## src/rtl/bcr_defs.svh

```systemverilog
// Register offsets, field positions, reset values and timing counts.
// Assumes an 8-bit register port with an 8-bit byte address.
`ifndef BCR_DEFS_SVH
`define BCR_DEFS_SVH

`define BCR_CLK_MHZ            125
`define BCR_MEAS_MIN_US        50
`define BCR_MEAS_CYC           (`BCR_MEAS_MIN_US * `BCR_CLK_MHZ)
`define BCR_OFS_VSET           8'h00
`define BCR_OFS_FPWM           8'h06
`define BCR_OFS_FLAGS0         8'h0D
`define BCR_OFS_FLAGS1         8'h0E
`define BCR_OFS_MASK0          8'h0F
`define BCR_OFS_GENERAL        8'h10
`define BCR_OFS_RESET          8'h11
`define BCR_OFS_PFM_LEV        8'h19
`define BCR_OFS_PHASE_LEV      8'h1F
`define BCR_OFS_SEL            8'h21
`define BCR_OFS_LOADLO         8'h22
`define BCR_OFS_MASK2          8'h2E
// Field positions
`define BCR_VSET_ON_BIT        7
`define BCR_GEN_LP_BIT         0
`define BCR_GEN_SS_BIT         1
`define BCR_RESET_SW_BIT       0
`define BCR_F1_READY_BIT       0
`define BCR_F1_UVLO_BIT        1
`define BCR_F1_OVP_BIT         2
`define BCR_F1_THSD_BIT        3
`define BCR_MASK2_READY_BIT    0
// Reset values
`define BCR_VSET_RST           8'h00
`define BCR_CTRL_RST           8'h00
// Full scale: 20 A at 10 mA per count
`define BCR_CURR_MAX           11'h7D0
// PFM trip point range, counts of 10 mA (100 to 2620 mA)
`define BCR_PFM_MIN            11'h00A
`define BCR_PFM_STEP_SHIFT     2
// Phase adding step, counts of 10 mA per extra phase at level 0
`define BCR_PHASE_BASE         11'h064
`define BCR_PHASES             3'h6

`endif

```

## src/rtl/bcr_pkg.sv

```systemverilog
// Types shared by the sequencer.
// Assumes bcr_defs.svh supplies all numbers.
package bcr_pkg;
    typedef enum logic [1:0] {
        BCR_MEAS_IDLE = 2'b00,
        BCR_MEAS_RUN  = 2'b01,
        BCR_MEAS_DONE = 2'b10
    } bcr_meas_t;

    typedef enum logic [1:0] {
        BCR_MODE_PWM   = 2'b00,
        BCR_MODE_PFM   = 2'b01,
        BCR_MODE_LPPFM = 2'b10,
        BCR_MODE_OFF   = 2'b11
    } bcr_mode_t;
endpackage

```

## src/rtl/bcr_sequencer.sv

```systemverilog
// Digital control and reset sequencer for a six-core multiphase buck.
// Assumes a decoded byte register port, synchronous pins, one 125 MHz clock.
//
// Summary of operation
// - Any write to the selection register launches a new load measurement.
// - A measurement lasts at least 50 us before its result is declared.
// - Ready flag clears at launch, sets at completion, reads 0 after power-on reset.
// - Result is 11-bit unsigned, 10 mA per count, up to 20 A.
// - Low eight bits at 0x22, high three bits in selection register top.
// - Measurement completion raises an interrupt unless its mask bit is set.
// - While sleep input is asserted the converter runs low-power PFM.
// - A control register bit also selects low-power PFM.
// - PFM/PWM chosen automatically; trip point 100 to 2620 mA by register.
// - Active phase count follows load in PWM mode to maximise efficiency; one phase in PFM.
// - Spread spectrum mode varies switching frequency randomly when enabled.
// - POR release, settings load, standby; host programs, then lifts reset.
// - Converter runs only with the enable bit set and the active-low reset input high.
// - Soft reset only on write 1 then write 0; control registers default.
// - Fault flags keep their values across a soft reset.
// - Internal power-on reset on main supply rise only; I/O supply loss with reset input high starts fast power-down instead.
// - After power-on, registers hold defaults until flagged or written.
// - Falling edge of hardware reset input starts a hardware reset.
// - Overvoltage, undervoltage, thermal shutdown or I/O loss with reset input high start fast power-down.
// - Hardware reset acts after power-down; writes still taken meanwhile.
// - Interrupt output low while any unmasked flag is set, released when cleared.
`timescale 1ns/100ps
`include "bcr_defs.svh"

module bcr_sequencer (
    input  wire logic        ref_clk_i,
    input  wire logic        rst_i,
    input  wire logic        clk_en_i,
    input  wire logic        por_i,
    input  wire logic        io_supply_level_i,
    input  wire logic        hw_reset_n_i,
    input  wire logic        sleep_request_n_i,
    input  wire logic        ovp_i,
    input  wire logic        uvlo_i,
    input  wire logic        thermal_shutdown_i,
    input  wire logic        pwrdn_done_i,
    input  wire logic [2:0]  core_sel_current_i,
    input  wire logic [10:0] measured_current_value_i,
    input  wire logic        reg_wr_i,
    input  wire logic        reg_rd_i,
    input  wire logic [7:0]  reg_addr_i,
    input  wire logic [7:0]  reg_wdata_i,
    output logic      [7:0]  reg_rdata_o,
    output logic             converter_on_o,
    output logic      [1:0]  mode_o,
    output logic      [2:0]  active_phases_o,
    output logic             spread_dither_o,
    output logic             fast_pwrdn_o,
    output logic             interrupt_n_o
);

    ////////////////////////////////////////////////////////////////////////
    // State

    typedef struct packed {
        logic [7:0]        vset;
        logic [7:0]        fpwm;
        logic [7:0]        mask0;
        logic [7:0]        general;
        logic [7:0]        pfm_lev;
        logic [7:0]        phase_lev;
        logic [7:0]        mask2;
        logic [4:0]        sel;
        logic [7:0]        flags1;
        logic              sw_armed;
        logic              hw_n_d;
        logic              hw_pending;
        logic              io_d;
        bcr_pkg::bcr_meas_t meas;
        logic [12:0]       meas_cnt;
        logic [10:0]       result;
        logic [10:0]       avg_i;
        logic [15:0]       lfsr;
        logic [7:0]        rdata;
        logic              on;
        bcr_pkg::bcr_mode_t mode;
        logic [2:0]        phases;
        logic              dither;
        logic              pwrdn;
        logic              int_n;
    } bcr_state_t;

    bcr_state_t st_reg;
    bcr_state_t st_next;

    logic        sel_wr;
    logic        lp_req;
    logic [10:0] trip;
    logic [10:0] phase_step;
    logic [2:0]  want_phases;
    logic        fault;

    localparam logic [12:0] MEAS_LAST = 13'(`BCR_MEAS_CYC - 1);

    ////////////////////////////////////////////////////////////////////////
    // Next state

    always_comb begin
        st_next     = st_reg;
        sel_wr      = reg_wr_i && (reg_addr_i == `BCR_OFS_SEL);
        fault       = ovp_i || uvlo_i || thermal_shutdown_i
                      || (!io_supply_level_i && hw_reset_n_i);
        lp_req      = !sleep_request_n_i || st_reg.general[`BCR_GEN_LP_BIT];
        trip        = `BCR_PFM_MIN
                      + 11'({st_reg.pfm_lev[5:0], 2'b00}) ;
        phase_step  = `BCR_PHASE_BASE + 11'({st_reg.phase_lev, 1'b0});
        want_phases = 3'h1;
        // Ladder kept short: one added phase per step of load
        for (int k = 1; k < 6; k++) begin
            if (st_reg.avg_i > 11'(phase_step * k)) begin
                want_phases = 3'(k + 1);
            end
        end

        st_next.hw_n_d = hw_reset_n_i;
        st_next.io_d   = io_supply_level_i;

        // Flags: hardware sets, host write-1 clears all but ready; set wins
        if (reg_wr_i && reg_addr_i == `BCR_OFS_FLAGS1) begin
            st_next.flags1 = st_reg.flags1 & ~reg_wdata_i;
            st_next.flags1[`BCR_F1_READY_BIT] = st_reg.flags1[`BCR_F1_READY_BIT];
        end
        if (ovp_i)              st_next.flags1[`BCR_F1_OVP_BIT]  = 1'b1;
        if (uvlo_i)             st_next.flags1[`BCR_F1_UVLO_BIT] = 1'b1;
        if (thermal_shutdown_i) st_next.flags1[`BCR_F1_THSD_BIT] = 1'b1;

        // Register writes stay open while the reset input is low
        if (reg_wr_i) begin
            case (reg_addr_i)
                `BCR_OFS_VSET:      st_next.vset      = reg_wdata_i;
                `BCR_OFS_FPWM:      st_next.fpwm      = reg_wdata_i;
                `BCR_OFS_MASK0:     st_next.mask0     = reg_wdata_i;
                `BCR_OFS_GENERAL:   st_next.general   = reg_wdata_i;
                `BCR_OFS_PFM_LEV:   st_next.pfm_lev   = reg_wdata_i;
                `BCR_OFS_PHASE_LEV: st_next.phase_lev = reg_wdata_i;
                `BCR_OFS_MASK2:     st_next.mask2     = reg_wdata_i;
                `BCR_OFS_SEL:       st_next.sel       = reg_wdata_i[4:0];
                default: ;
            endcase
        end

        // Measurement sequencer
        case (st_reg.meas)
            bcr_pkg::BCR_MEAS_IDLE, bcr_pkg::BCR_MEAS_DONE: begin
                st_next.meas_cnt = 13'h0000;
            end
            bcr_pkg::BCR_MEAS_RUN: begin
                if (st_reg.meas_cnt == MEAS_LAST) begin
                    st_next.meas   = bcr_pkg::BCR_MEAS_DONE;
                    st_next.result = (measured_current_value_i > `BCR_CURR_MAX)
                                     ? `BCR_CURR_MAX : measured_current_value_i;
                    st_next.flags1[`BCR_F1_READY_BIT] = 1'b1;
                end else begin
                    st_next.meas_cnt = st_reg.meas_cnt + 13'h0001;
                end
            end
            default: st_next.meas = bcr_pkg::BCR_MEAS_IDLE;
        endcase
        if (sel_wr) begin
            st_next.meas     = bcr_pkg::BCR_MEAS_RUN;
            st_next.meas_cnt = 13'h0000;
            st_next.flags1[`BCR_F1_READY_BIT] = 1'b0;
            // Result from previous run stays until this run completes
        end

        // Soft reset: write 1 then the very next write of 0
        if (reg_wr_i && reg_addr_i == `BCR_OFS_RESET) begin
            st_next.sw_armed = reg_wdata_i[`BCR_RESET_SW_BIT];
        end else if (reg_wr_i) begin
            st_next.sw_armed = 1'b0;
        end

        // Hardware reset waits for power-down completion
        if (st_reg.hw_n_d && !hw_reset_n_i) begin
            st_next.hw_pending = 1'b1;
        end

        if ((reg_wr_i && reg_addr_i == `BCR_OFS_RESET && st_reg.sw_armed
             && !reg_wdata_i[`BCR_RESET_SW_BIT])
            || (st_reg.hw_pending && pwrdn_done_i)) begin
            // Control registers back to defaults; flags, vset, select kept
            st_next.fpwm       = `BCR_CTRL_RST;
            st_next.mask0      = `BCR_CTRL_RST;
            st_next.general    = `BCR_CTRL_RST;
            st_next.pfm_lev    = `BCR_CTRL_RST;
            st_next.phase_lev  = `BCR_CTRL_RST;
            st_next.mask2      = `BCR_CTRL_RST;
            st_next.sw_armed   = 1'b0;
            st_next.hw_pending = 1'b0;
        end

        // Current average for mode and phase decisions
        // 14 bits hold 7 * 2047 + 2047 without wrapping
        st_next.avg_i = 11'(({3'b000, st_reg.avg_i} * 14'h0007
                             + {3'b000, measured_current_value_i}) >> 3);
        st_next.lfsr  = {st_reg.lfsr[14:0],
                         st_reg.lfsr[15] ^ st_reg.lfsr[13]
                         ^ st_reg.lfsr[12] ^ st_reg.lfsr[10]};

        // Converter control
        st_next.pwrdn  = fault;
        st_next.on     = st_reg.vset[`BCR_VSET_ON_BIT] && hw_reset_n_i
                         && !fault && !st_reg.hw_pending;
        if (!st_next.on) begin
            st_next.mode = bcr_pkg::BCR_MODE_OFF;
        end else if (lp_req) begin
            st_next.mode = bcr_pkg::BCR_MODE_LPPFM;
        end else if (st_reg.fpwm[0] || st_reg.avg_i >= trip) begin
            st_next.mode = bcr_pkg::BCR_MODE_PWM;
        end else begin
            st_next.mode = bcr_pkg::BCR_MODE_PFM;
        end
        st_next.phases = (st_next.mode == bcr_pkg::BCR_MODE_PWM) ? want_phases
                         : ((st_next.on) ? 3'h1 : 3'h0);
        st_next.dither = st_reg.general[`BCR_GEN_SS_BIT] && st_reg.lfsr[0];

        // Interrupt: any unmasked flag pulls low
        st_next.int_n = !(|(st_next.flags1
                         & ~{7'h00, st_reg.mask2[`BCR_MASK2_READY_BIT]}));

        // Read port
        case (reg_addr_i)
            `BCR_OFS_VSET:      st_next.rdata = st_reg.vset;
            `BCR_OFS_FPWM:      st_next.rdata = st_reg.fpwm;
            `BCR_OFS_FLAGS1:    st_next.rdata = st_reg.flags1;
            `BCR_OFS_MASK0:     st_next.rdata = st_reg.mask0;
            `BCR_OFS_GENERAL:   st_next.rdata = st_reg.general;
            `BCR_OFS_PFM_LEV:   st_next.rdata = st_reg.pfm_lev;
            `BCR_OFS_PHASE_LEV: st_next.rdata = st_reg.phase_lev;
            `BCR_OFS_MASK2:     st_next.rdata = st_reg.mask2;
            `BCR_OFS_SEL:       st_next.rdata = {st_reg.result[10:8], st_reg.sel};
            `BCR_OFS_LOADLO:    st_next.rdata = st_reg.result[7:0];
            default:            st_next.rdata = 8'h00;
        endcase
        if (!reg_rd_i) st_next.rdata = st_reg.rdata;
    end

    ////////////////////////////////////////////////////////////////////////
    // Registers; power-on reset restores every factory value

    always_ff @(posedge ref_clk_i or posedge rst_i) begin
        if (rst_i) begin
            st_reg        <= '0;
            st_reg.vset   <= `BCR_VSET_RST;
            st_reg.meas   <= bcr_pkg::BCR_MEAS_IDLE;
            st_reg.mode   <= bcr_pkg::BCR_MODE_OFF;
            st_reg.lfsr   <= 16'hACE1;
            st_reg.int_n  <= 1'b1;
            // Pin idles low at power-up; no false falling edge
            st_reg.hw_n_d <= 1'b0;
        end else if (por_i) begin
            st_reg        <= '0;
            st_reg.meas   <= bcr_pkg::BCR_MEAS_IDLE;
            st_reg.mode   <= bcr_pkg::BCR_MODE_OFF;
            st_reg.lfsr   <= 16'hACE1;
            st_reg.int_n  <= 1'b1;
            st_reg.hw_n_d <= 1'b0;
        end else if (clk_en_i) begin
            st_reg <= st_next;
        end
    end

    assign reg_rdata_o     = st_reg.rdata;
    assign converter_on_o  = st_reg.on;
    assign mode_o          = st_reg.mode;
    assign active_phases_o = st_reg.phases;
    assign spread_dither_o = st_reg.dither;
    assign fast_pwrdn_o    = st_reg.pwrdn;
    assign interrupt_n_o   = st_reg.int_n;

endmodule

```

## config.mk

```make
export PLATFORM = sky130hd
export DESIGN_NAME = bcr_sequencer
export DESIGN_NICKNAME = d
export VERILOG_FILES = /design/src/rtl/bcr_pkg.sv /design/src/rtl/bcr_sequencer.sv
export VERILOG_INCLUDE_DIRS = /design/src /design/src/rtl
export SDC_FILE = /design/constraint.sdc
export NUM_CORES = 1
export LEC_CHECK = 0
export ABC_AREA = 1
export BUFFER_PORTS_ARGS = -buffer_cell sky130_fd_sc_hd__buf_2
export CAP_MARGIN = 30
export CORE_ASPECT_RATIO = 1.2
export CORE_MARGIN = 1.5
export CORE_UTILIZATION = 30
export DETAILED_ROUTE_END_ITERATION = 10
export SLEW_MARGIN = 30
export SYNTH_ARGS = -nofsm -noshare
export SYNTH_HDL_FRONTEND = slang
export SYNTH_SLANG_ARGS = --single-unit
```

## constraint.sdc

```tcl
create_clock -name ref_clk_i -period 4.5 [get_ports ref_clk_i]
set_clock_uncertainty 0.15 [all_clocks]
set_input_delay 0.45 -clock ref_clk_i [delete_from_list [all_inputs] [get_ports ref_clk_i]]
set_output_delay 0.45 -clock ref_clk_i [all_outputs]
set_load 0.1 [all_outputs]
```

### Yosys cells after proc, flatten, opt, wreduce, memory -nomap -nowiden

Cells that the tools add are included.

* input port bits: 43
* flip-flop bits (word level): 142

* mux-type cells: 44
* add/subtract/negate cells: 4
* reductions and logical operators: 61
* magnitude comparators: 7
* equal/unequal tests: 16
* bitwise logic cells: 7
* multiply operators: 3

Operator list (number)
* two-way mux 143 bit: 2
* one-hot mux 8 bit (10 select lines): 1
* two-way mux 8 bit: 9
* two-way mux 61 bit: 1
* two-way mux 48 bit: 1
* > comparator 11 bit: 4
* two-way mux 11 bit: 3
* AND reduction 3 bit: 11
* equality test 8 x 5 -> 1 bit, second input constant: 4
* one-hot mux 13 bit (2 select lines): 1
* equality test 8 x 6 -> 1 bit, second input constant: 3
* nonzero test 3 bit: 8
* bitwise AND 8 bit: 2
* equality test 8 x 4 -> 1 bit, second input constant: 2
* two-way mux 15 bit: 1
* adder 14 x 11 -> 14 bit: 1
* multiplier 11 x 3 -> 14 bit, second input constant: 1
* nonzero test 2 bit: 7
* adder 13 x 1 -> 13 bit, second input constant: 1
* equality test 13 bit, second input constant: 1
* two-way mux 1 bit: 13
* two-way mux 13 bit: 1
* logical AND 1 bit: 12
* two-way mux 3 bit: 4
* other kinds (26): 48

### Longest topological paths before layout

Gate-level depths: netlist (run 1).

* depth in word-level cells: 11
* depth in mapped cells: 24
* depth with buffers taken out: 24

### Least setup slack after synthesis (run 1)

Ideal clock, no wire load.

* path kind: register -> register
* start point: reg st_reg[96] in the netlist's numbering
* end point: reg st_reg (netlist bit active_phases_o[0])
* slack: 750 ps
* data arrival time: 3484 ps
* stages on the path, launching flop included: 22
* library setup time: 116 ps
* required time: 4234 ps
* path buffers: 1
* cells stage by stage: dfrtp_1 > buf_4 > nand3_2 > xor2_1 > inv_1 > ha_1 > inv_1 > fa_1 > o21ai_0 > a21o_1 > a21oi_1 > xor2_1 > ha_1 > nand2_1 > nor2_1 > nand3_1 > o2111ai_1 > nand2_1 > nand2_1 > nand2_1 > nand2_1 > nand2_1

* longest elaborated chain between the ends: 10

RTL lines
* start: declaration: RTL line bcr_sequencer.sv:87 `bcr_state_t st_reg;`
* start signal: assignment: RTL line bcr_sequencer.sv:263 `st_reg <= st_next;`
* adder 7 x 9 -> 10 bit (no line) (*)
* parallel branches: the longest is 5 deep, another holds multiplier 10 x 2 -> 11 bit
* two-way mux 3 bit (*): RTL line bcr_sequencer.sv:114 `if (st_reg.avg_i > 11'(phase_step * k)) begin`
* two-way mux 3 bit (*): RTL line bcr_sequencer.sv:217 `st_next.phases = (st_next.mode == bcr_pkg::BCR_MODE_PWM) ? want_phases`
* two-way mux 143 bit (*): RTL line bcr_sequencer.sv:262 `end else if (clk_en_i) begin`
* two-way mux 143 bit (*): RTL line bcr_sequencer.sv:255 `end else if (por_i) begin`

Every way passes the cells marked *. The select of a mux whose other input is x is not followed.
A chain may end at the register's enable or synchronous reset.

### Worst setup path after layout (run 1)

Ends and elaborated chain as after synthesis.

==> results.rst, run 1 <==
.. list-table::
   :header-rows: 1

   * - Metric
     - Value
   * - DP HPWL
     - around 21,000 um
   * - Reg-to-reg critical path startpoint
     - st_reg[96]$_DFFE_PP0P_
   * - Via count
     - 8,519
   * - Netlist area before placement
     - between 9000 and 10,000 um^2
   * - Type of destination of the critical path
     - flop
   * - Synth Area per Inst
     - around 8.0 um^2
   * - Clock latency of the later-clocked register in the worst-skew pair
     - approximately 0.43 ns
   * - Kind of path behind the tightest hold check
     - input pin to flop
   * - Antenna violations before repair
     - 0
   * - Buffer levels on the longest clock path
     - 2
   * - Setup-failing EPs final
     - 0
   * - Number of DRC violations after detailed routing
     - 0
   * - Die area
     - around 34,000 um^2
   * - Switching power of the nets
     - between 1.5 and 2 mW
   * - Routed wire length per instance
     - between 15 and 20 um
   * - Period Utilization, post-route
     - about 93%
   * - Seq/Total Area, Yosys
     - a little over a third
   * - Maximum VDD drop
     - roughly 260 uV
   * - CTS tree
     - done
   * - Vias per inst
     - between 5 and 6
   * - Internal cell power
     - ~3.1 mW
   * - Number of antenna repair diodes
     - 0
   * - Static Leak
     - 5.42 nW
   * - Tightest slew margin relative to the limit
     - between 40% and 50%
   * - Worst EP required
     - about 4.7 ns
   * - Register area
     - 3570 um^2
   * - First element of the critical path
     - st_reg[96]$_DFFE_PP0P_
   * - Hold Crit Start
     - uvlo_i
   * - Pin count of the biggest net entering global routing
     - 66
   * - Initial drt markers
     - between 700 and 800
   * - Maximum achievable frequency
     - ~240 MHz
   * - Last weighted congestion value of the routability-driven placer
     - slightly below 0.9
   * - Initial core utilization
     - a little under a third
   * - Fraction of power spent switching nets
     - roughly 39%
   * - Synthesized Nets
     - 1,368
   * - Input/output buffers
     - 56
   * - Number of enable flip-flop cells after synthesis
     - 0
   * - CTS Root Cell
     - clkbuf_16
   * - Count of unique library cells instantiated by Yosys
     - 53
   * - Signed area change from the synthesized netlist to the final layout
     - 12.9%
   * - Outcome
     - finished clean
   * - Number of hold violations in the final report
     - 0
   * - Ratio of total power to cell area
     - approximately 460 nW/um^2
   * - ANT nets after route
     - 0
   * - Drt first pass iters
     - 6
   * - Fraction of layout cells with a size suffix above 1
     - 11.7%
   * - Leading register cell type out of synthesis
     - dfrtp_1
   * - Total Wirelength
     - 27,200 um
   * - FF+latch count, synth
     - about 140
   * - Shortest clock period the worst path allows after layout
     - 4.16 ns
   * - Share of flip-flops with an asynchronous set or reset after synthesis
     - 100%
   * - Sequential fraction of design power
     - between 30% and 40%
   * - Overall power of the completed layout
     - around 5.1 mW
   * - Unrepaired setup endpoints after global routing
     - no
   * - Startpoint type of the worst setup path
     - flop
   * - Die Height
     - approximately 200 um
   * - Number of global-route vias before repair
     - ~8.4k
   * - Post_cts resized
     - 0
   * - Area of combinational cells with multiple inputs
     - ~5300 um^2
   * - Total of warnings raised by yosys
     - 0
   * - Fillers
     - around 3.4k
   * - CTS clk-pin slew, worst paths
     - roughly 0.07 ns
   * - Type of the worst setup path
     - flop to flop
   * - Width of the die
     - ~170 um
   * - Post-synth top area share
     - 33.3%
   * - GRT overflow
     - 0
   * - Net count, final
     - ~1.4k
   * - Number of H-tree levels
     - 4
   * - Mapped Cells
     - between 1k and 1.5k
   * - Maxcap violations
     - 0
   * - Crit path max fanout
     - 6
   * - Placement row count
     - 72
   * - Top area cells in the synthesized netlist
     - dfrtp_1, ha_1, nand2_1, inv_1, o21ai_0
   * - Core area
     - 32,300 um^2
   * - First-pass GRT wire length
     - between 40,000 and 50,000 um
   * - Worst-case hold slack
     - 0.155 ns
   * - Clock share of power
     - 30.6%
   * - Arr. time, crit path
     - about 4.3 ns
   * - Fin. max-slew vios
     - 0
   * - Cell type contributing the most total cell area after synthesis
     - dfrtp_1
   * - Number of sinks on the clock net
     - ~140
   * - Max reg flops
     - 110
   * - Num ports
     - 60
   * - Global-route usage over all layers
     - approximately 17%
   * - Combinational cell fraction of total power
     - approximately 40%
   * - Worst-Margin Slew
     - between 0.8 and 0.9 ns
   * - TNS Setup
     - 0 ns
   * - Clock buffers created by TritonCTS
     - 17
[Yosys cell counts, types with 4 or more instances]
cell / instances
nand2_1: 257
inv_1: 176
dfrtp_1: 131
nor2_1: 93
o21ai_0: 81
ha_1: 80
nand3_1: 73
a21oi_1: 57
o22ai_1: 37
fa_1: 20
o21ai_1: 17
xor2_1: 17
buf_4: 16
nand4_1: 12
nor3_1: 12
xnor2_1: 12
dfstp_2: 11
o2111ai_1: 11
clkbuf_1: 10
a221oi_1: 9
inv_2: 9
a22oi_1: 7
buf_6: 7
nor2_2: 7
nor4_1: 7
o21ai_4: 6
a21o_1: 5
nand2_2: 4
o211ai_1: 4
o31ai_1: 4
[placed cells by master (no fill, tap or decap), types with 12 or more instances in the layout]
cell type,n
ha_1,80
nand3_1,73
dfrtp_1,131
clkbuf_16,17
xnor2_1,12
nor2_1,93
o21ai_0,81
buf_2,56
xor2_1,17
nand2_1,257
o21ai_1,17
inv_1,175
nand4_1,12
a21oi_1,57
fa_1,20
o22ai_1,37
[routing by layer]
layer	part of all wire, %	wire [um]	track usage [%]
met5	0	0	0
met4	2.5	666	5.33
met3	4.6	1260	2.79
met2	49	13200	28.5
met1	44	12000	20.9
[path summary, 6_finish.rpt]
kind                            slack, ns  cells after the start                             end
worst min-delay path                 0.16                      4       interrupt_n_o$_DFFE_PP1P_
worst max register to register       0.34                     23  active_phases_o[0]$_DFFE_PP0P_
max in group asynchronous            2.69                      4         st_reg[110]$_DFFE_PP0P_
worst min register to register       0.33                      2  active_phases_o[2]$_DFFE_PP0P_
min in group asynchronous            0.54                      3          st_reg[37]$_DFFE_PP0P_
worst max-delay path                 0.34                     23  active_phases_o[0]$_DFFE_PP0P_
[cell families after synthesis]
group	share of synthesized area [%]
compound gates	15.7
xor+xnor	2.58
fa+ha+maj	14.3
buf+inv	9.64
flops	36.3
mux	0.115
simple gates	21.5
[power by group through the flow]
stage               Clock [mW]  Sequential (mW)  Combinational, mW
floorplan                    0             1.51               1.52
global placement             0             1.56               1.93
detailed placement           0             1.56               1.97
CTS                       1.57             1.53               1.98
global route              1.62             1.55               2.30
finish                    1.55             1.53               1.98
[cell type report]
| class | count | share of cell area, % |
|---|---|---|
| repair buffers | 67 | 3.29 |
| well taps | 407 | 4.59 |
| flip-flops and latches | 142 | 32.1 |
| clock inverters | 12 | 1.63 |
| clock buffers | 20 | 4.11 |
| inverters | 186 | 6.33 |
| multi-input cells | 861 | 47.9 |
[critical path, cell delays in order (launching register included)]
cell       delay [ns]
dfrtp_1          0.48
ha_1             0.26
nand2_1          0.12
inv_1            0.05
nor2_1           0.32
xor2_1           0.12
inv_1            0.08
ha_1             0.17
inv_1            0.06
fa_1             0.39
o21ai_0          0.31
a21o_1           0.16
a21oi_1          0.07
xor2_1           0.14
ha_1             0.29
nand2_1          0.07
nor2_1           0.17
nand3_1          0.10
o2111ai_1        0.11
nand2_1          0.15
nand2_1          0.12
nand2_1          0.05
nand2_1          0.05
nand2_1          0.05
[timing repair]
| action | 4_1_cts | 5_1_grt |
|---|---|---|
| buffers inserted | 0 | 0 |
| hold endpoints to repair | 29 | 0 |
| hold buffers | 1 | 0 |
[stage by stage]
step                      setup slack, ns  utilization, %  instances  area, um^2
after floorplan                     0.109               -       1225        9830
after global placement              0.366            32.4       1662       10500
after detailed placement            0.354            32.4       1662       10500
after CTS                           0.313            34.4       1695       11100
after global routing               0.0322            34.4       1695       11100
final                               0.335            34.4       1695       11100
Note: power is estimated with default switching activity, not from simulation.
==> run 2: changes to the inputs <==
--- a/config.mk
+++ b/config.mk
@@ -10,9 +10,10 @@
 export BUFFER_PORTS_ARGS = -buffer_cell sky130_fd_sc_hd__buf_2
 export CAP_MARGIN = 30
 export CORE_ASPECT_RATIO = 1.2
-export CORE_MARGIN = 1.5
+export CORE_MARGIN = 4
 export CORE_UTILIZATION = 30
 export DETAILED_ROUTE_END_ITERATION = 10
+export PLACE_DENSITY_LB_ADDON = 0.25
 export SLEW_MARGIN = 30
 export SYNTH_ARGS = -nofsm -noshare
 export SYNTH_HDL_FRONTEND = slang
==> run 2 against run 1 <==
Effect of this change: global-route usage down 0.59 points; combinational power barely moved; sequential power about the same; first-iteration DRC count fell by 31%; largest cell class unchanged; final area increased by 0.21%; die area rose by 5.5%; hold slack worse by 0.11 ns; clock power up 3%; power is 1.0% higher.
==> results.rst, run 2 (same netlist as run 1, synthesis figures left out) <==
.. list-table::
   :header-rows: 1

   * - Metric
     - Value
   * - Maximum VDD drop
     - 279 uV (+5.9%)
   * - Worst-Margin Slew
     - 0.788 ns (-0.0437 ns)
   * - Reg-to-reg critical path startpoint
     - st_reg[96]$_DFFE_PP0P_
   * - TNS Setup
     - 0 ns (unchanged)
   * - CTS Root Cell
     - clkbuf_16
   * - First element of the critical path
     - st_reg[96]$_DFFE_PP0P_
   * - Unrepaired setup endpoints after global routing
     - no
   * - Placement row count
     - 72 (unchanged)
   * - Last weighted congestion value of the routability-driven placer
     - 0.864 (-3.1%)
   * - Worst EP required
     - 4.67 ns (about the same)
   * - Number of sinks on the clock net
     - 142 (unchanged)
   * - Type of the worst setup path
     - flop to flop
   * - Period Utilization, post-route
     - 90.6% (-1.9 points)
   * - Register area
     - 3570 um^2 (unchanged)
   * - Clock buffers created by TritonCTS
     - 17 (unchanged)
   * - Number of H-tree levels
     - 4 (unchanged)
   * - First-pass GRT wire length
     - 45,500 um (+2.7%)
   * - Number of hold violations in the final report
     - 0 (unchanged)
   * - Tightest slew margin relative to the limit
     - 47.4% (+3.1 points)
   * - Static Leak
     - 5.44 nW (+0.33%)
   * - Outcome
     - finished clean
   * - DP HPWL
     - 21,400 um (+3.0%)
   * - Final cell count without fillers
     - 1,696 (+0.059%)
   * - CTS clk-pin slew, worst paths
     - 0.07 ns (about the same)
   * - Pin count of the biggest net entering global routing
     - 85 (+29%)
   * - Cell depth of the worst flop-to-flop path
     - 21 (-8.7%)
   * - CTS tree
     - done
   * - Fraction of layout cells with a size suffix above 1
     - 11.9% (+0.15 points)
   * - Via count
     - 8,370 (-1.7%)
   * - Number of global-route vias before repair
     - 8,322 (-1.2%)
   * - ANT nets after route
     - 0 (unchanged)
   * - Core area
     - 32,300 um^2 (unchanged)
   * - Signed area change from the synthesized netlist to the final layout
     - 13.2%
   * - Flop-to-flop setup slack
     - 0.42 ns (+0.09 ns)
   * - Vias per inst
     - 4.94 (-1.8%)
   * - Net count, final
     - 1,419 (+0.071%)
   * - Fillers
     - 3,392 (+0.44%)
   * - Shortest clock period the worst path allows after layout
     - 4.08 ns (-0.0869 ns)
   * - Initial core utilization
     - 30.5% (unchanged)
   * - Most common library cell in the layout ignoring fill and taps
     - nand2_1
   * - Kind of path behind the tightest hold check
     - input pin to asynchronous set/reset pin
   * - Most frequent cells in the layout
     - nand2_1, inv_1, dfrtp_1, nor2_1, o21ai_0
   * - Clock latency of the later-clocked register in the worst-skew pair
     - 0.42 ns (about the same)
   * - Maximum achievable frequency
     - 245 MHz (+2.1%)
   * - Area of combinational cells with multiple inputs
     - 5320 um^2 (about the same)
   * - Number of DRC violations after detailed routing
     - 0 (unchanged)
   * - Critical path capture point
     - active_phases_o[0]$_DFFE_PP0P_
   * - Routed wire length per instance
     - 16.5 um (+3.1%)
   * - Startpoint type of the worst setup path
     - flop
   * - Post-cts hold buffer count
     - 0 (-1)
   * - Type of destination of the critical path
     - flop
   * - Drt first pass iters
     - 5 (-1)
   * - Die Height
     - 206 um (+2.5%)
   * - Antenna violations before repair
     - 0 (unchanged)
   * - Ratio of total power to cell area
     - 459 nW/um^2 (+0.83%)
   * - Destination of the worst register-to-register timing path
     - active_phases_o[0]$_DFFE_PP0P_
   * - Arr. time, crit path
     - 4.25 ns (-0.09 ns)
   * - Num ports
     - 60 (unchanged)
   * - Initial drt markers
     - 514 (-31%)
   * - GRT overflow
     - 0 (unchanged)
   * - Crit path max fanout
     - 6 (unchanged)
   * - Setup-failing EPs final
     - 0 (unchanged)
   * - Overall power of the completed layout
     - 5.11 mW (+1.0%)
   * - Maxcap violations
     - 0 (unchanged)
   * - Input/output buffers
     - 56 (unchanged)
   * - Width of the die
     - 173 um (+3.0%)
   * - Number of placed instances, taps included
     - 1,664 (+0.12%)
   * - Number of antenna repair diodes
     - 0 (unchanged)
   * - Die area
     - 35,700 um^2 (+5.5%)
   * - Global-route usage over all layers
     - 15.9% (-0.59 points)
   * - Total Wirelength
     - 28,000 um (+3.1%)
   * - Buffer levels on the longest clock path
     - 2 (unchanged)
   * - Max reg flops
     - 110 (unchanged)
   * - Fin. max-slew vios
     - 0 (unchanged)
==> run 2: changes by cell type in the layout (fill, tap and decap cells not counted), sizes merged <==
| cell | change |
|---|---|
| buf | +2 |
| bufinv | +1 |
| clkbuf | -2 |
| clkinvlp | -1 |
| dlygate4sd3 | -1 |
| inv | +2 |
==> run 2: cell type report <==
class                           instances  share of cell area [%]
Multi-Input combinational cell        861                    47.8
Sequential cell                       142                    32.1
Inverter                              186                    6.32
Tap cell                              407                    4.58
Clock buffer                           18                    3.86
Timing Repair Buffer                   68                    3.33
Clock inverter                         14                    2.07
==> run 2: worst max-delay path, cell delays in order (launching register included) <==
cell	delay, ns
dfrtp_1	0.51
buf_4	0.21
nand3_2	0.11
xor2_1	0.19
inv_1	0.12
ha_1	0.32
inv_1	0.06
fa_1	0.45
o21ai_0	0.28
a21o_1	0.16
a21oi_1	0.06
xor2_1	0.14
ha_1	0.29
nand2_1	0.07
nor2_1	0.18
nand3_1	0.11
o2111ai_1	0.11
nand2_1	0.17
nand2_1	0.12
nand2_1	0.06
nand2_1	0.06
nand2_1	0.05
==> run 2: what timing repair did <==
item,in CTS,in global routing
setup buffers,0,0
endpoints found under the setup margin,0,1
resized for setup,0,1
==> run 2: worst min-delay path by stage <==
| stage | cells past startpoint | to | from |
|---|---|---|---|
| after floorplan | 2 | st_reg[83]$_DFFE_PP0P_ | st_reg[83]$_DFFE_PP0P_ |
| after global placement | 2 | st_reg[137]$_DFFE_PP0P_ | st_reg[137]$_DFFE_PP0P_ |
| after detailed placement | 2 | st_reg[137]$_DFFE_PP0P_ | st_reg[137]$_DFFE_PP0P_ |
| after CTS | 2 | st_reg[62]$_DFFE_PP0P_ | rst_i |
| after global routing | 2 | st_reg[62]$_DFFE_PP0P_ | rst_i |
| final | 2 | st_reg[56]$_DFFE_PP0P_ | rst_i |
==> run 2: per-stage QoR <==
step	hold slack [ns]	worst slack, ns	instance area, um^2	utilization [%]
6_report	0.0446	0.422	11100	34.5
5_1_grt	0.110	0.0400	11100	34.5
4_1_cts	0.0719	0.287	11100	34.5
3_5_place_dp	0.309	0.337	10500	32.5
3_3_place_gp	0.304	0.327	10500	32.5
2_1_floorplan	0.292	0.109	9830	-
==> run 2: power by group <==
| part | internal (mW) | switching (mW) | total, mW |
|---|---|---|---|
| logic | 0.757 | 1.22 | 1.97 |
| clock network | 0.999 | 0.604 | 1.60 |
| registers | 1.38 | 0.153 | 1.53 |
| total | 3.14 | 1.97 | 5.11 |
==> run 2: metal layers <==
metal | track usage [%] | vias to the layer above | wire, um
li1 | - | 4157 | -
met1 | 20.8 | 3999 | 12900
met2 | 27.6 | 174 | 13600
met3 | 2.23 | 40 | 852
met4 | 4.93 | 0 | 727
met5 | 0 | - | 0
==> run 3: changes to the inputs <==
==> constraint.sdc (replaced) <==
create_clock -name ref_clk_i -period 3.9 [get_ports ref_clk_i]
set_clock_uncertainty 0.15 [all_clocks]
set_input_delay 0.39 -clock ref_clk_i [delete_from_list [all_inputs] [get_ports ref_clk_i]]
set_output_delay 0.39 -clock ref_clk_i [all_outputs]
set_load 0.1 [all_outputs]
==> run 3 against run 2 <==
Effect of this change: non-clock buffer count grew 26; clock power barely moved; critical path depth increased by 4; register-to-register slack got worse by 0.19 ns; critical path type unchanged; critical endpoint unchanged.
==> results.rst, run 3 (same netlist as run 1, synthesis figures left out) <==
.. list-table::
   :header-rows: 1

   * - Metric
     - Value
   * - Net count, final
     - 1,445 (+1.8%)
   * - Total non-filler cell area in the finished layout
     - 11,300 um^2 (+1.6%)
   * - First-pass GRT wire length
     - 46,400 um (+2.0%)
   * - Fraction of layout cells with a size suffix above 1
     - 15.3% (+3.4 points)
   * - Most frequent cells in the layout
     - nand2_1, inv_1, dfrtp_1, nor2_1, o21ai_0
   * - Period Utilization, post-route
     - 94.1% (+3.5 points)
   * - Width of the die
     - 173 um (unchanged)
   * - Startpoint type of the worst setup path
     - flop
   * - Number of H-tree levels
     - 4 (unchanged)
   * - CTS tree
     - done
   * - Ratio of total power to cell area
     - 511 nW/um^2 (+11%)
   * - Worst EP required
     - 4.08 ns (-0.59 ns)
   * - Via count
     - 8,496 (+1.5%)
   * - Tightest slew margin relative to the limit
     - 39.9% (-7.5 points)
   * - Number of sinks on the clock net
     - 142 (unchanged)
   * - Core area
     - 32,300 um^2 (unchanged)
   * - Die area
     - 35,700 um^2 (unchanged)
   * - Post-cts hold buffer count
     - 0 (unchanged)
   * - Antenna violations before repair
     - 0 (unchanged)
   * - Clock buffers created by TritonCTS
     - 17 (unchanged)
   * - Initial core utilization
     - 30.5% (unchanged)
   * - Maximum VDD drop
     - 319 uV (+14%)
   * - Setup-failing EPs final
     - 0 (unchanged)
   * - Number of DRC violations after detailed routing
     - 0 (unchanged)
   * - Minimum setup slack after placement
     - -0.0539 ns (-0.391 ns)
   * - Fin. max-slew vios
     - 0 (unchanged)
   * - Signed area change from the synthesized netlist to the final layout
     - 14.9%
   * - Number of global-route vias before repair
     - 8,498 (+2.1%)
   * - Number of placed instances, taps included
     - 1,687 (+1.4%)
   * - Maxcap violations
     - 0 (unchanged)
   * - Worst Setup Slack, final
     - 0.230 ns (-0.192 ns)
   * - Outcome
     - finished clean
   * - Routed wire length per instance
     - 16.5 um (-0.37%)
   * - Type of destination of the critical path
     - flop
   * - Clock latency of the later-clocked register in the worst-skew pair
     - 0.43 ns (about the same)
   * - CTS Root Cell
     - clkbuf_16
   * - Kind of path behind the tightest hold check
     - input pin to asynchronous set/reset pin
   * - Arr. time, crit path
     - 3.85 ns (-0.40 ns)
   * - Fillers
     - 3,449 (+1.7%)
   * - Initial drt markers
     - 610 (+19%)
   * - Max reg flops
     - 110 (unchanged)
   * - Type of the worst setup path
     - flop to flop
   * - Shortest clock period the worst path allows after layout
     - 3.67 ns (-0.408 ns)
   * - Crit path max fanout
     - 4 (-2)
   * - Worst-case hold slack
     - 0.0452 ns (+0.000537 ns)
   * - Vias per inst
     - 4.93 (about the same)
   * - Instance area after placement
     - 10,700 um^2 (+1.8%)
   * - Die Height
     - 206 um (unchanged)
   * - Maximum achievable frequency
     - 272 MHz (+11%)
   * - Input/output buffers
     - 56 (unchanged)
   * - Overall power of the completed layout
     - 5.78 mW (+13%)
   * - Global-route usage over all layers
     - 16.1% (+0.20 points)
   * - Num ports
     - 60 (unchanged)
   * - Placement row count
     - 72 (unchanged)
   * - Total Wirelength
     - 28,300 um (+1.2%)
   * - TNS Setup
     - 0 ns (unchanged)
   * - CTS clk-pin slew, worst paths
     - 0.07 ns (about the same)
   * - GRT overflow
     - 0 (unchanged)
   * - Final cell count without fillers
     - 1,722 (+1.5%)
   * - DP HPWL
     - 21,800 um (+1.9%)
   * - Drt first pass iters
     - 5 (unchanged)
   * - Buffer levels on the longest clock path
     - 2 (unchanged)
   * - ANT nets after route
     - 0 (unchanged)
   * - Static Leak
     - 5.52 nW (+1.4%)
   * - Number of hold violations in the final report
     - 0 (unchanged)
   * - Number of antenna repair diodes
     - 0 (unchanged)
   * - Worst-Margin Slew
     - 0.902 ns (+0.114 ns)
   * - Pin count of the biggest net entering global routing
     - 143 (+68%)
   * - Last weighted congestion value of the routability-driven placer
     - 0.863 (-0.14%)
   * - Final cell utilization of the core
     - 35.0% (+0.54 points)
   * - Most common library cell in the layout ignoring fill and taps
     - nand2_1
==> run 3: changes by cell type in the layout (fill, tap and decap cells not counted), moves of 5 or more <==
| cell | change |
|---|---|
| buf_4 | +25 |
| a21oi_1 | -5 |
| a21oi_2 | +5 |
| bufinv_16 | -5 |
| clkinvlp_4 | +5 |
==> run 3: report_power, final <==
part	leakage, nW	switching, mW	internal [mW]	total, mW
Sequential	1.87	0.120	1.59	1.71
Clock	0.261	0.734	0.834	1.57
Combinational	3.38	1.53	0.967	2.50
Total	5.52	2.38	3.39	5.78
==> run 3: path summary, 6_finish.rpt <==
kind,from,endpoint,slack [ns],cells after the start
setup / recovery,st_reg[97]$_DFFE_PP0P_,active_phases_o[0]$_DFFE_PP0P_,0.23,25
hold / removal,rst_i,st_reg[75]$_DFFE_PP0P_,0.05,3
setup reg to reg,st_reg[97]$_DFFE_PP0P_,active_phases_o[0]$_DFFE_PP0P_,0.23,25
hold reg to reg,st_reg[137]$_DFFE_PP0P_,st_reg[137]$_DFFE_PP0P_,0.32,2
max in group asynchronous,rst_i,st_reg[96]$_DFFE_PP0P_,2.93,3
min in group ref_clk_i,uvlo_i,interrupt_n_o$_DFFE_PP1P_,0.09,4
==> run 3: critical path, stage by stage, from the launching register on <==
cell       delay, ns
dfrtp_1         0.43
ha_2            0.21
nand2_1         0.08
inv_1           0.07
nor2_4          0.15
buf_4           0.14
ha_2            0.29
a21oi_2         0.14
o21ai_1         0.10
o211ai_1        0.11
nand2_1         0.10
a21o_1          0.17
a21oi_2         0.12
xor2_1          0.08
ha_1            0.32
nand2_2         0.09
nor2_2          0.14
o211ai_1        0.13
o2111ai_2       0.09
nand2_2         0.11
nand2_1         0.08
nand2_1         0.05
nand2_1         0.07
nand2_1         0.06
nand2_1         0.05
nand2_1         0.05
==> run 3: final cells by class <==
cell class | count | area [um^2] | share of cell area [%]
clock buffer | 17 | 425 | 3.76
tap | 407 | 509 | 4.51
clock inverter | 15 | 128 | 1.13
multi-input combinational | 861 | 5390 | 47.7
inverter | 186 | 702 | 6.21
sequential | 142 | 3570 | 31.6
timing repair buffer | 94 | 578 | 5.11
==> run 3: layer usage <==
layer	part of all wire, %	GRT usage [%]
met5	0	0
met4	1.9	4.11
met3	2.8	2.23
met2	50	28.6
met1	46	20.8
==> run 3: what timing repair did <==
item,in CTS,in global routing
resized for setup,2,23
endpoints found under the setup margin,3,3
cloned,0,0
pin swaps,0,12
setup buffers,0,3
